**config.mk**
```make
export PLATFORM = sky130hd
export DESIGN_NAME = pgs_status_regs
export DESIGN_NICKNAME = d
export VERILOG_FILES = /design/src/inc/pgs_pkg.sv /design/src/rtl/pgs_status_regs.sv /design/src/rtl/pgs_sync.sv /design/src/rtl/pgs_uv_delay.sv
export SDC_FILE = /design/constraint.sdc
export NUM_CORES = 1
export LEC_CHECK = 0
export BUFFER_PORTS_ARGS = -buffer_cell sky130_fd_sc_hd__buf_2
export CAP_MARGIN = 20
export CORE_ASPECT_RATIO = 0.8
export CORE_MARGIN = 5
export CORE_UTILIZATION = 44
export CTS_CLUSTER_SIZE = 10
export DETAILED_ROUTE_END_ITERATION = 10
export PLACE_DENSITY = 0.65
export SYNTH_ARGS = -nofsm -noshare
export SYNTH_HDL_FRONTEND = slang
export SYNTH_SLANG_ARGS = --single-unit
```
**constraint.sdc**
```tcl
create_clock -name core_clk_i -period 4.91 [get_ports core_clk_i]
set_input_delay 0.982 -clock core_clk_i [delete_from_list [all_inputs] [get_ports core_clk_i]]
set_output_delay 0.982 -clock core_clk_i [all_outputs]
set_load 0.05 [all_outputs]
```
**src/inc/pgs_pkg.sv**
```systemverilog
// constants shared by the power-good / undervoltage status register block
// ================================================================
// Operation
// - enable pin level shown in status bit 7
// - channel 1..7 power good in bits 0..6
// - status reads zero after reset, read-only
// - unmasked channel power good drives fault pin
// - masked channel excluded from fault, still reported
// - mask reset value loaded from fuses; read/write
// - undervoltage sets sticky per-channel flag bits 0..6
// - writing one clears an undervoltage flag
// - undervoltage flags read zero after reset
// - detection delay 0/21/45 ms, or disabled
package pgs_pkg;

   // ================================================================
   // register map (byte offsets on the serial configuration bus)
   localparam logic [7:0] PGS_OFS_STATUS = 8'h18;    // power_good_status
   localparam logic [7:0] PGS_OFS_MASK   = 8'h19;    // power_good_mask
   localparam logic [7:0] PGS_OFS_UVFLAG = 8'h1A;    // undervoltage_flags

   // ================================================================
   // field layout
   localparam int         PGS_NUM_CH     = 7;        // channels 1..7 on bits 0..6
   localparam int         PGS_EN_BIT     = 7;        // enable pin level bit
   localparam logic [6:0] PGS_CH_RST     = 7'h00;    // reset value of per-channel fields
   localparam logic       PGS_EN_RST     = 1'b0;     // reset value of enable level bit
   localparam logic [7:0] PGS_BYTE_ZERO  = 8'h00;    // unmapped / reserved read value

   // ================================================================
   // undervoltage delay select codes
   localparam logic [1:0] PGS_UVD_0MS    = 2'h0;     // detect at once
   localparam logic [1:0] PGS_UVD_21MS   = 2'h1;     // short delay
   localparam logic [1:0] PGS_UVD_45MS   = 2'h2;     // long delay
   localparam logic [1:0] PGS_UVD_OFF    = 2'h3;     // protection disabled

   // ================================================================
   // timing
   localparam int         PGS_CLK_KHZ    = 20000;    // core clock 20 MHz
   localparam int         PGS_UVD_SHORT_MS = 21;     // short delay in ms
   localparam int         PGS_UVD_LONG_MS  = 45;     // long delay in ms
   localparam int         PGS_UVD_SHORT_CYC = PGS_UVD_SHORT_MS * PGS_CLK_KHZ;  // 420000 cycles
   localparam int         PGS_UVD_LONG_CYC  = PGS_UVD_LONG_MS * PGS_CLK_KHZ;   // 900000 cycles
   localparam int         PGS_UVD_CNT_W  = 20;       // delay counter width

   // ================================================================
   // serial bus slave state machine
   typedef enum logic [3:0] {
      PGS_ST_IDLE    = 4'h0,   // waiting for start
      PGS_ST_ADDR    = 4'h1,   // receiving device address
      PGS_ST_ACK_ADR = 4'h2,   // acknowledging address
      PGS_ST_PTR     = 4'h3,   // receiving register pointer
      PGS_ST_ACK_PTR = 4'h4,   // acknowledging pointer
      PGS_ST_WR      = 4'h5,   // receiving write data
      PGS_ST_ACK_WR  = 4'h6,   // acknowledging write data
      PGS_ST_RD      = 4'h7,   // sending read data
      PGS_ST_ACK_RD  = 4'h8    // sampling host acknowledge
   } pgs_state_e;

endpackage

```
**src/rtl/pgs_status_regs.sv**
```systemverilog
// power-good status, mask and undervoltage flag registers behind a serial bus slave
`timescale 1ns/1ns
module pgs_status_regs
   import pgs_pkg::*;
#(
   parameter logic [6:0] DEVICE_ADDR = 7'h2A,                // bus address, value arbitrary
   parameter int         UVD_SHORT_CYC = PGS_UVD_SHORT_CYC,  // short delay cycles
   parameter int         UVD_LONG_CYC  = PGS_UVD_LONG_CYC    // long delay cycles
) (
   input  wire logic       core_clk_i,                       // core clock, 20 MHz
   input  wire logic       resetn_i,                         // synchronous reset, active low
   input  wire logic       scl_i,                            // bus clock pin
   input  wire logic       sda_i,                            // bus data pin level
   output logic            sda_o,                            // bus data drive value
   output logic            sda_oe_o,                         // bus data drive enable
   input  wire logic       enable_pin_i,                     // enable pin level
   input  wire logic [6:0] channel_good_i,                   // per-channel power good
   input  wire logic [6:0] channel_uv_i,                     // per-channel undervoltage detect
   input  wire logic [6:0] channel_on_i,                     // per-channel enabled, same clock
   input  wire logic [1:0] undervoltage_delay_select_i,      // delay code, same clock
   input  wire logic [6:0] fuse_mask_i,                      // fused mask default
   output logic            fault_o                           // fault pin, high on unmasked bad channel
);

   // ================================================================
   // synchronised pins
   logic       scl_s;                                        // filtered bus clock
   logic       sda_s;                                        // filtered bus data
   logic       en_s;                                         // filtered enable level
   logic [6:0] good_s;                                       // filtered power good
   logic [6:0] uv_s;                                         // filtered undervoltage
   logic       scl_d;                                        // bus clock last cycle
   logic       sda_d;                                        // bus data last cycle

   pgs_sync #(
      .WIDTH (2),
      .INIT  (2'h3)
   ) u_bus_sync (
      .core_clk_i (core_clk_i),
      .resetn_i   (resetn_i),
      .async_i    ({scl_i, sda_i}),
      .sync_o     ({scl_s, sda_s})
   );

   pgs_sync #(
      .WIDTH (15),
      .INIT  (15'h0000)
   ) u_pin_sync (
      .core_clk_i (core_clk_i),
      .resetn_i   (resetn_i),
      .async_i    ({enable_pin_i, channel_good_i, channel_uv_i}),
      .sync_o     ({en_s, good_s, uv_s})
   );

   // ================================================================
   // registers
   logic [6:0] status_good;                                  // power good bits
   logic       status_en;                                    // enable level bit
   logic [6:0] power_good_mask;                              // fault mask
   logic       fuse_loaded;                                  // fuse defaults taken
   logic [6:0] undervoltage_flags;                           // sticky flags
   logic [6:0] uv_armed;                                     // per-channel detection window open

   // ================================================================
   // bus slave state
   pgs_state_e state;                                        // slave state
   logic [3:0] bit_cnt;                                      // bits of current byte
   logic [7:0] shreg;                                        // byte shift register
   logic [7:0] ptr;                                          // register pointer
   logic       rd_mode;                                      // address byte asked for read
   logic       host_ack;                                     // host acked last read byte
   logic       wr_stb;                                       // one-cycle register write
   logic [7:0] wr_addr;                                      // write target
   logic [7:0] wr_data;                                      // write value
   logic [7:0] rd_value;                                     // read mux output
   logic       scl_rise;                                     // bus clock rising
   logic       scl_fall;                                     // bus clock falling
   logic       bus_start;                                    // start or repeated start
   logic       bus_stop;                                     // stop condition
   logic [7:0] rx_byte;                                      // byte completed at this rise

   // ================================================================
   // edge history of bus lines
   always_ff @(posedge core_clk_i) begin
      if (!resetn_i) begin
         scl_d <= 1'b1;
         sda_d <= 1'b1;
      end else begin
         scl_d <= scl_s;
         sda_d <= sda_s;
      end
   end

   assign scl_rise  = scl_s && !scl_d;
   assign scl_fall  = !scl_s && scl_d;
   assign bus_start = scl_s && scl_d && sda_d && !sda_s;
   assign bus_stop  = scl_s && scl_d && !sda_d && sda_s;
   assign rx_byte   = {shreg[6:0], sda_s};

   // ================================================================
   // read multiplexer, reserved bits and unmapped offsets read zero
   always_comb begin
      unique case (ptr)
         PGS_OFS_STATUS: rd_value = {status_en, status_good};
         PGS_OFS_MASK:   rd_value = {1'b0, power_good_mask};
         PGS_OFS_UVFLAG: rd_value = {1'b0, undervoltage_flags};
         default:        rd_value = PGS_BYTE_ZERO;
      endcase
   end

   // ================================================================
   // bus slave sequencer
   always_ff @(posedge core_clk_i) begin
      if (!resetn_i) begin
         state    <= PGS_ST_IDLE;
         bit_cnt  <= 4'h0;
         shreg    <= 8'h00;
         ptr      <= 8'h00;
         rd_mode  <= 1'b0;
         host_ack <= 1'b0;
      end else if (bus_start) begin
         // start from any state restarts address reception
         state   <= PGS_ST_ADDR;
         bit_cnt <= 4'h0;
      end else if (bus_stop) begin
         state <= PGS_ST_IDLE;
      end else begin
         unique case (state)
            PGS_ST_IDLE: begin
               bit_cnt <= 4'h0;
            end
            PGS_ST_ADDR, PGS_ST_PTR, PGS_ST_WR: begin
               // shift data in on rise, act on fall after eighth bit
               if (scl_rise && bit_cnt < 4'h8) begin
                  shreg   <= rx_byte;
                  bit_cnt <= bit_cnt + 4'h1;
               end else if (scl_fall && bit_cnt == 4'h8) begin
                  bit_cnt <= 4'h0;
                  if (state == PGS_ST_ADDR) begin
                     if (shreg[7:1] == DEVICE_ADDR) begin
                        rd_mode <= shreg[0];
                        state   <= PGS_ST_ACK_ADR;
                     end else begin
                        state <= PGS_ST_IDLE;
                     end
                  end else if (state == PGS_ST_PTR) begin
                     ptr   <= shreg;
                     state <= PGS_ST_ACK_PTR;
                  end else begin
                     ptr   <= ptr + 8'h01;
                     state <= PGS_ST_ACK_WR;
                  end
               end
            end
            PGS_ST_ACK_ADR: begin
               // leave acknowledge on the fall that ends it
               if (scl_fall) begin
                  if (rd_mode) begin
                     shreg <= rd_value;
                     ptr   <= ptr + 8'h01;
                     state <= PGS_ST_RD;
                  end else begin
                     state <= PGS_ST_PTR;
                  end
               end
            end
            PGS_ST_ACK_PTR, PGS_ST_ACK_WR: begin
               if (scl_fall) begin
                  state <= PGS_ST_WR;
               end
            end
            PGS_ST_RD: begin
               // bit 7 of shreg is on the line; shift after each fall but the eighth
               if (scl_fall) begin
                  if (bit_cnt == 4'h7) begin
                     bit_cnt <= 4'h0;
                     state   <= PGS_ST_ACK_RD;
                  end else begin
                     shreg   <= {shreg[6:0], 1'b0};
                     bit_cnt <= bit_cnt + 4'h1;
                  end
               end
            end
            PGS_ST_ACK_RD: begin
               // host low acknowledge asks for the next byte
               if (scl_rise) begin
                  host_ack <= !sda_s;
               end else if (scl_fall) begin
                  if (host_ack) begin
                     shreg <= rd_value;
                     ptr   <= ptr + 8'h01;
                     state <= PGS_ST_RD;
                  end else begin
                     state <= PGS_ST_IDLE;
                  end
               end
            end
            default: begin
               state <= PGS_ST_IDLE;
            end
         endcase
      end
   end

   // ================================================================
   // write strobe at the end of a data byte
   always_ff @(posedge core_clk_i) begin
      if (!resetn_i) begin
         wr_stb  <= 1'b0;
         wr_addr <= 8'h00;
         wr_data <= 8'h00;
      end else begin
         wr_stb  <= (state == PGS_ST_WR) && scl_fall && (bit_cnt == 4'h8) && !bus_start && !bus_stop;
         wr_addr <= ptr;
         wr_data <= shreg;
      end
   end

   // ================================================================
   // data line drive: acknowledge low, read data low for zero bits
   assign sda_o = 1'b0;

   always_comb begin
      unique case (state)
         PGS_ST_ACK_ADR, PGS_ST_ACK_PTR, PGS_ST_ACK_WR: sda_oe_o = 1'b1;
         PGS_ST_RD:                                     sda_oe_o = !shreg[7];
         default:                                       sda_oe_o = 1'b0;
      endcase
   end

   // ================================================================
   // live status, read-only, zero from reset
   always_ff @(posedge core_clk_i) begin
      if (!resetn_i) begin
         status_good <= PGS_CH_RST;
         status_en   <= PGS_EN_RST;
      end else begin
         status_good <= good_s;
         status_en   <= en_s;
      end
   end

   // ================================================================
   // mask register, fused default taken at the first edge after reset
   always_ff @(posedge core_clk_i) begin
      if (!resetn_i) begin
         power_good_mask <= PGS_CH_RST;
         fuse_loaded     <= 1'b0;
      end else if (!fuse_loaded) begin
         power_good_mask <= fuse_mask_i;
         fuse_loaded     <= 1'b1;
      end else if (wr_stb && wr_addr == PGS_OFS_MASK) begin
         power_good_mask <= wr_data[6:0];
      end
   end

   // ================================================================
   // detection delay timer per channel
   for (genvar ch = 0; ch < PGS_NUM_CH; ch++) begin : g_uvd
      pgs_uv_delay #(
         .CNT_W     (PGS_UVD_CNT_W),
         .SHORT_CYC (UVD_SHORT_CYC),
         .LONG_CYC  (UVD_LONG_CYC)
      ) u_uvd (
         .core_clk_i (core_clk_i),
         .resetn_i   (resetn_i),
         .start_i    (channel_on_i[ch]),
         .sel_i      (undervoltage_delay_select_i),
         .armed_o    (uv_armed[ch])
      );
   end

   // ================================================================
   // sticky undervoltage flags, write one clears, set wins
   always_ff @(posedge core_clk_i) begin
      if (!resetn_i) begin
         undervoltage_flags <= PGS_CH_RST;
      end else if (wr_stb && wr_addr == PGS_OFS_UVFLAG) begin
         undervoltage_flags <= (undervoltage_flags & ~wr_data[6:0])
                               | (uv_s & uv_armed);
      end else begin
         undervoltage_flags <= undervoltage_flags | (uv_s & uv_armed);
      end
   end

   // ================================================================
   // fault pin from unmasked channels whose power is not good
   always_ff @(posedge core_clk_i) begin
      if (!resetn_i) begin
         fault_o <= 1'b0;
      end else begin
         fault_o <= fuse_loaded && |(~status_good & ~power_good_mask);
      end
   end

endmodule

```
**src/rtl/pgs_sync.sv**
```systemverilog
// three-flop input synchroniser with agreement filter
`timescale 1ns/1ns
module pgs_sync
   import pgs_pkg::*;
#(
   parameter int               WIDTH = 1,          // number of bits
   parameter logic [WIDTH-1:0] INIT  = '0          // value during reset
) (
   input  wire logic             core_clk_i,       // core clock
   input  wire logic             resetn_i,         // synchronous reset, active low
   input  wire logic [WIDTH-1:0] async_i,          // raw pin level
   output logic      [WIDTH-1:0] sync_o            // filtered level
);

   logic [WIDTH-1:0] meta;                          // first stage, read only by second
   logic [WIDTH-1:0] stage2;                        // second stage
   logic [WIDTH-1:0] stage3;                        // third stage

   // ================================================================
   // shift chain
   always_ff @(posedge core_clk_i) begin
      if (!resetn_i) begin
         meta   <= INIT;
         stage2 <= INIT;
         stage3 <= INIT;
      end else begin
         meta   <= async_i;
         stage2 <= meta;
         stage3 <= stage2;
      end
   end

   // ================================================================
   // a bit changes only once stages two and three agree
   always_ff @(posedge core_clk_i) begin
      if (!resetn_i) begin
         sync_o <= INIT;
      end else begin
         for (int i = 0; i < WIDTH; i++) begin
            if (stage2[i] == stage3[i]) begin
               sync_o[i] <= stage3[i];
            end
         end
      end
   end

endmodule

```
**src/rtl/pgs_uv_delay.sv**
```systemverilog
// per-channel undervoltage detection delay timer
`timescale 1ns/1ns
module pgs_uv_delay
   import pgs_pkg::*;
#(
   parameter int CNT_W     = PGS_UVD_CNT_W,        // counter width
   parameter int SHORT_CYC = PGS_UVD_SHORT_CYC,    // cycles for short delay
   parameter int LONG_CYC  = PGS_UVD_LONG_CYC      // cycles for long delay
) (
   input  wire logic       core_clk_i,             // core clock
   input  wire logic       resetn_i,               // synchronous reset, active low
   input  wire logic       start_i,                // channel enabled, delay runs while high
   input  wire logic [1:0] sel_i,                  // undervoltage delay select code
   output logic            armed_o                 // detection allowed
);

   logic [CNT_W-1:0] cnt;                           // cycles since channel enable
   logic [CNT_W-1:0] target;                        // cycles required by selection

   // ================================================================
   // refuse counts the counter cannot reach
   if (SHORT_CYC > LONG_CYC || LONG_CYC >= (2 ** CNT_W) - 1) begin : g_chk
      $error("pgs_uv_delay: delay counts do not fit counter");
   end

   // ================================================================
   // target count from delay select
   always_comb begin
      unique case (sel_i)
         PGS_UVD_0MS:  target = '0;
         PGS_UVD_21MS: target = CNT_W'(SHORT_CYC);
         PGS_UVD_45MS: target = CNT_W'(LONG_CYC);
         PGS_UVD_OFF:  target = '0;
      endcase
   end

   // ================================================================
   // count while enabled, saturate at target
   always_ff @(posedge core_clk_i) begin
      if (!resetn_i) begin
         cnt <= '0;
      end else if (!start_i) begin
         cnt <= '0;
      end else if (cnt < target) begin
         cnt <= cnt + CNT_W'(1);
      end
   end

   // ================================================================
   // armed once delay elapsed, never when disabled
   always_ff @(posedge core_clk_i) begin
      if (!resetn_i) begin
         armed_o <= 1'b0;
      end else begin
         armed_o <= start_i && (sel_i != PGS_UVD_OFF) && (cnt >= target);
      end
   end

endmodule

```
== Yosys cells after proc, flatten, opt, wreduce, memory -nomap -nowiden ==
Cells that the tools add are included.

* Equal/unequal tests: 61
* Bitwise operators: 13
* Add/sub/neg operators: 9
* Muxes and demuxes: 47
* Reductions and logical operators: 63
* Order comparisons: 15

{| class="wikitable"
|+ Operator list
! cell !! number
|-
| 20-bit by 1-bit adder with 20-bit output, second input constant || 7
|-
| 20-bit greater-or-equal comparator || 7
|-
| 20-bit < comparator || 7
|-
| 8-bit 2-to-1 mux || 17
|-
| 20-bit case mux with 3 select lines || 1
|-
| 4-bit 2-to-1 mux || 13
|-
| 8-bit case mux with 3 select lines || 2
|-
| 8-bit by 5-bit equality test with 1-bit output, second input constant || 5
|-
| 4-bit != test, second input constant || 8
|-
| 8-bit case mux with 4 select lines || 1
|-
| 1-bit logical AND || 30
|-
| 2-bit != test, second input constant || 14
|-
| 4-bit case mux with 6 select lines || 1
|-
| 11-bit AND reduction || 2
|-
| 7-bit bitwise AND || 3
|-
| 7-bit 2-to-1 mux || 3
|-
| 7-bit NOT || 3
|-
| 4-bit by 3-bit equality test with 1-bit output, second input constant || 5
|-
| 9-bit AND reduction || 2
|-
| 1-bit equality test || 17
|-
| 7-bit bitwise OR || 2
|-
| 2-bit AND reduction || 7
|-
| 4-bit case mux with 3 select lines || 1
|-
| 3-bit OR reduction || 3
|-
| 25 further kinds || 47
|}

* Output and inout bits: 3
* Register bits: 283
* Word-level logic and storage cells: 263
* Bits of input ports: 35

== Depth between registers and ports, before layout ==
* Depth in word-level cells: 8
* Mapped depth: 12
* Depth with buffers taken out: 10

== Modules after synthesis ==
A second synthesis with hierarchy kept.

* Cells, all modules: 1740
* Area, all modules: 15618.7 µm²

{| class="wikitable"
|+ By module, submodules not included
! module !! seq. area each (µm²) !! area each (µm²) !! times used !! cells an instance
|-
| pgs_uv_delay at g_uvd[0].u_uvd ... || 420.4 || 1458.9 || 4 || 170
|-
| pgs_status_regs || 1361.3 || 3423.3 || 1 || 385
|-
| pgs_uv_delay at g_uvd[2].u_uvd ... || 420.4 || 1438.9 || 2 || 168
|-
| pgs_sync at u_pin_sync || 1201.2 || 1761.7 || 1 || 156
|-
| pgs_uv_delay at g_uvd[6].u_uvd || 420.4 || 1495.2 || 1 || 163
|-
| pgs_sync at u_bus_sync || 160.2 || 225.2 || 1 || 20
|}

== Least setup slack after synthesis ==
No wires, ideal clock.

* Path type: input to register
* Start point: in undervoltage_delay_select_i[0]
* End point: reg g_uvd[2].u_uvd.cnt[12]
* Data required time: 4.840 ns
* Library setup time: 0.070 ns
* Stages: 10
* Arrival: 3.861 ns
* Slack: 0.979 ns
* Path buffers: 1
* Cell sequence: inv_1 > ha_1 > inv_1 > ha_1 > a211o_1 > a221o_1 > a21o_1 > buf_6 > or4_1 > a21oi_1

* Cells in the longest elaborated chain, start to end: 4
* Elaborated cells on any way between the ends: 7
* Classes of those cells: order compare (1); eq/ne (3); mux (1); reduce/logical (2)

{| class="wikitable"
|+ RTL lines
! what !! line !! text
|-
| start: declaration || pgs_status_regs.sv:20 || <nowiki>input wire logic [1:0] undervoltage_delay_select_i,</nowiki>
|-
| 2-bit equality test / 2-bit logical NOT (equally long branches) || pgs_uv_delay.sv:29 || <nowiki>unique case (sel_i)</nowiki>
|-
| 2-bit OR reduction (no source line) || - ||
|-
| 20-bit case mux with 3 select lines (*) || pgs_uv_delay.sv:29 ||
|-
| 20-bit < comparator (*) || pgs_uv_delay.sv:44 || <nowiki>end else if (cnt < target) begin</nowiki>
|-
| end signal: assignment || pgs_uv_delay.sv:45 || <nowiki>cnt <= cnt + CNT_W'(1);</nowiki>
|-
| end: declaration || pgs_uv_delay.sv:17 || <nowiki>logic [CNT_W-1:0] cnt;</nowiki>
|}

Mark *: on every way between the ends. The rest lies on a longest branch, timed or not. The select of a mux whose other input is x is not followed.
A chain may end at the register's enable or synchronous reset.

== Worst setup path after layout ==
Ends and elaborated chain as after synthesis.

==> results.md <==
- Fin worst setup slack: about 1.2 ns
- CTS clk-pin slew, worst paths: around 0.06 ns
- Largest net degree at the start of global routing: 54
- Unrepaired setup endpoints after global routing: no
- Most common cell after layout, fill and taps aside: dfxtp_1
- Top FF cell, synth: dfxtp_1
- Post-synthesis adder-cell area fraction: roughly 10%
- F_max: about 270 MHz
- Hold Path Cell Cnt: 1
- Final net count: between 1500 and 2000
- Worst slack, placed: ~0.66 ns
- # DRC: 0
- PostCTS Resize Cnt: 0
- Design Power: about 4.8 mW
- Max-slew headroom: around a third
- GRT Util Overall: a little under a fifth
- Std cell rows: 59
- Critical Path RT: about 5.3 ns
- Netlist cell types: 76
- Final WL: about 33000 um
- Area delta synth->final: 10.6%
- Die X: roughly 210 um
- Ys async rst share: 0%
- DP Wirelength: about 23000 um
- Initial cell density of the core: 44.4%
- WHS Endpoint: u_bus_sync.stage2[0]
- CTS H-tree depth: 2
- Most frequent cells in the layout: 283 x dfxtp_1, 162 x a21oi_1, 152 x nand2_1
- Crit end category: flip-flop
- Io pins: 38
- Router iterations before antenna repair: 5
- CP max stage delay: around 0.62 ns
- Post-placement cell area: between 10000 and 15000 um^2
- Hold Startpoint: u_bus_sync.meta[0]
- Num CTS Buffers: 34
- Number of fill cells: 3086
- Leak: 5.86 nW
- Simple-gate share of the synthesized area: a little under a quarter
- Worst path cell trace: buf_2 -> inv_1 -> ha_1 -> inv_1 -> buf_4 -> ha_1 -> and4b_1 -> a221o_1 -> a21o_1 -> or4_1 -> a21oi_1
- Initial antenna violation count: 1
- Clk_skew: between 0.015 and 0.02 ns
- Final Hold Viols: 0
- GR peak layer: met2
- XOR/XNOR Fraction of Synth Area: 2.56%
- Final hold slack: between 0.4 and 0.5 ns
- Setup violators final: 0
- Slew Limit Fails: 0
- Port bufs: 36
- Critical-path top delay cell: or4_1
- Cell area power density: 301 nW/um^2
- Crit path DAT: a little over 4 ns
- Hold crit path type: flip-flop to flip-flop
- Worst IR Drop VDD: between 0.15 and 0.2 mV
- Status: complete, no violations
- CTS tree: yes
- Synth Area in Compound Gates: 19.8%
- R2R Setup Slk: about 2.2 ns
- Wire per inst: ~16 um
- RR Startpoint: g_uvd[2].u_uvd.cnt[9]
- Seq cells post-synth: ~280
- Syn. warnings: 0
- Design Area, Final: about 16000 um^2
- CTS Buffer Depth: 3
- Storage element area: between 5000 and 6000 um^2
- First-pass GRT wire length: roughly 56000 um
- Core ar.: roughly 32000 um^2
- Crit start category: input port
- Initial DRC Count: about 1100
- Worst R2R End: g_uvd[2].u_uvd.cnt[12]
- Setup_tns: 0 ns
- Register area share after synthesis: ~39%
- Clk_lat worst skew: 0.52 ns
- GRT met2 Usage: roughly 28%
- Main combinational cell family by area after synthesis: simple AND/OR/NAND/NOR gates
- Mapped cell area: ~14000 um^2
- Crit path kind: input port to flip-flop
- Post-DRT Antenna Nets: 0
- EDFF count, synth: 0
- Post-Syn Instances: ~1700
- Clock sinks: approximately 280
- Syn_area_per_cell: 8.62 um^2
- Placer congestion estimate: approximately 0.85
- Hold buffers post-CTS: 0
- Clk root buf: clkbuf_16
- Area occupied by multi-input gates: between 8000 and 9000 um^2
- CP Depth: 11
- Max Cap Violations: 0
- Height of the die: ~170 um
- Post-CTS Setup Inserts: 0
- Top Family by Delay on Critical Path: compound AO/OA/AOI/OAI gates
- Worst-Margin Slew: 1.02 ns
- CP max FO: 32
- Share of cells above drive strength 1: between 7 and 8%
- Via count: around 12000
- Drt via density: ~5.7
- Final worst-path cycle share: between 70 and 80%
- Worst R2R Path Depth: 6
- Die footprint: 36400 um^2
- Met3 Track Usage GR: around 2.8%
- Multiplexer share of the synthesized area: approximately 1.5%
- Synthesized Nets: approximately 1800
- Met1 usage: 26.7%
- Fin crit period: 3.72 ns
- Via count of the first global-routing pass: 11400
- Grt ovf: 0
- Ant diodes: 0
- Worst path buffer plus inverter count: 4
==> kinds of logic (layout without fill, tap and decap cells) <==
logic type / Yosys count / in the layout
simple gates: 641 / 641
compound gates: 443 / 443
flops: 283 / 283
buf+inv: 122 / 151
fa+ha+maj: 115 / 115
xor+xnor: 42 / 42
mux: 22 / 22
other cells: 1 / 1
==> sequential cells by signal (all words and copies together), names as in the netlist, 7 cells and up <==
name,cells
g_uvd.u_uvd.cnt,140
u_pin_sync.meta,15
u_pin_sync.stage2,15
u_pin_sync.stage3,15
u_pin_sync.sync_o,15
ptr,8
shreg,8
wr_addr,8
g_uvd.u_uvd.armed_o,7
power_good_mask,7
status_good,7
undervoltage_flags,7
wr_data,7
==> power by group <==
| group | internal, mW | switching, mW | total (mW) |
|---|---|---|---|
| logic | 0.0934 | 0.165 | 0.259 |
| clock network | 1.26 | 0.925 | 2.18 |
| registers | 2.33 | 0.0204 | 2.35 |
==> worst max-delay path by stage <==
stage,start,to,slack [ns]
floorplan,undervoltage_delay_select_i[0],g_uvd[2].u_uvd.cnt[12],0.98
global placement,undervoltage_delay_select_i[0],g_uvd[2].u_uvd.cnt[9],0.72
detailed placement,undervoltage_delay_select_i[0],g_uvd[2].u_uvd.cnt[19],0.66
CTS,undervoltage_delay_select_i[0],g_uvd[2].u_uvd.cnt[19],1.19
global route,undervoltage_delay_select_i[0],g_uvd[3].u_uvd.cnt[8],0.96
finish,undervoltage_delay_select_i[0],g_uvd[2].u_uvd.cnt[12],1.19
==> metrics by stage <==
stage / instances / util (%)
after floorplan: 1669 / -
after global placement: 2082 / 46.2
after detailed placement: 2083 / 46.2
after CTS: 2125 / 49.1
after global routing: 2125 / 49.1
final: 2125 / 49.1
==> Yosys cell counts (31+ instances only) <==
master	count	share of area, %
nand2_1	152	4.0
a211oi_1	37	1.9
nand3_1	65	2.3
ha_1	114	9.9
o21ai_0	66	2.3
nand4_1	39	1.7
clkbuf_1	51	1.3
dfxtp_1	283	39
nor2_1	125	3.3
xnor2_1	42	2.6
and2_1	76	3.3
a21oi_1	162	5.6
inv_1	56	1.5
o31ai_1	31	1.6
==> per-layer routing <==
layer | vias up | wire length, um
met5 | - | 11
met4 | 2 | 534
met3 | 42 | 1410
met2 | 229 | 14300
met1 | 5752 | 17100
li1 | 6148 | -
==> layout make-up <==
type / instances / share of cell area (%)
Clock inverter: 4 / 0.386
Timing Repair Buffer: 53 / 2.01
Sequential cell: 283 / 35.6
Tap cell: 427 / 3.36
Multi-Input combinational cell: 1264 / 51.8
Inverter: 56 / 1.32
Clock buffer: 38 / 5.45
(Power assumes the default switching activity.)
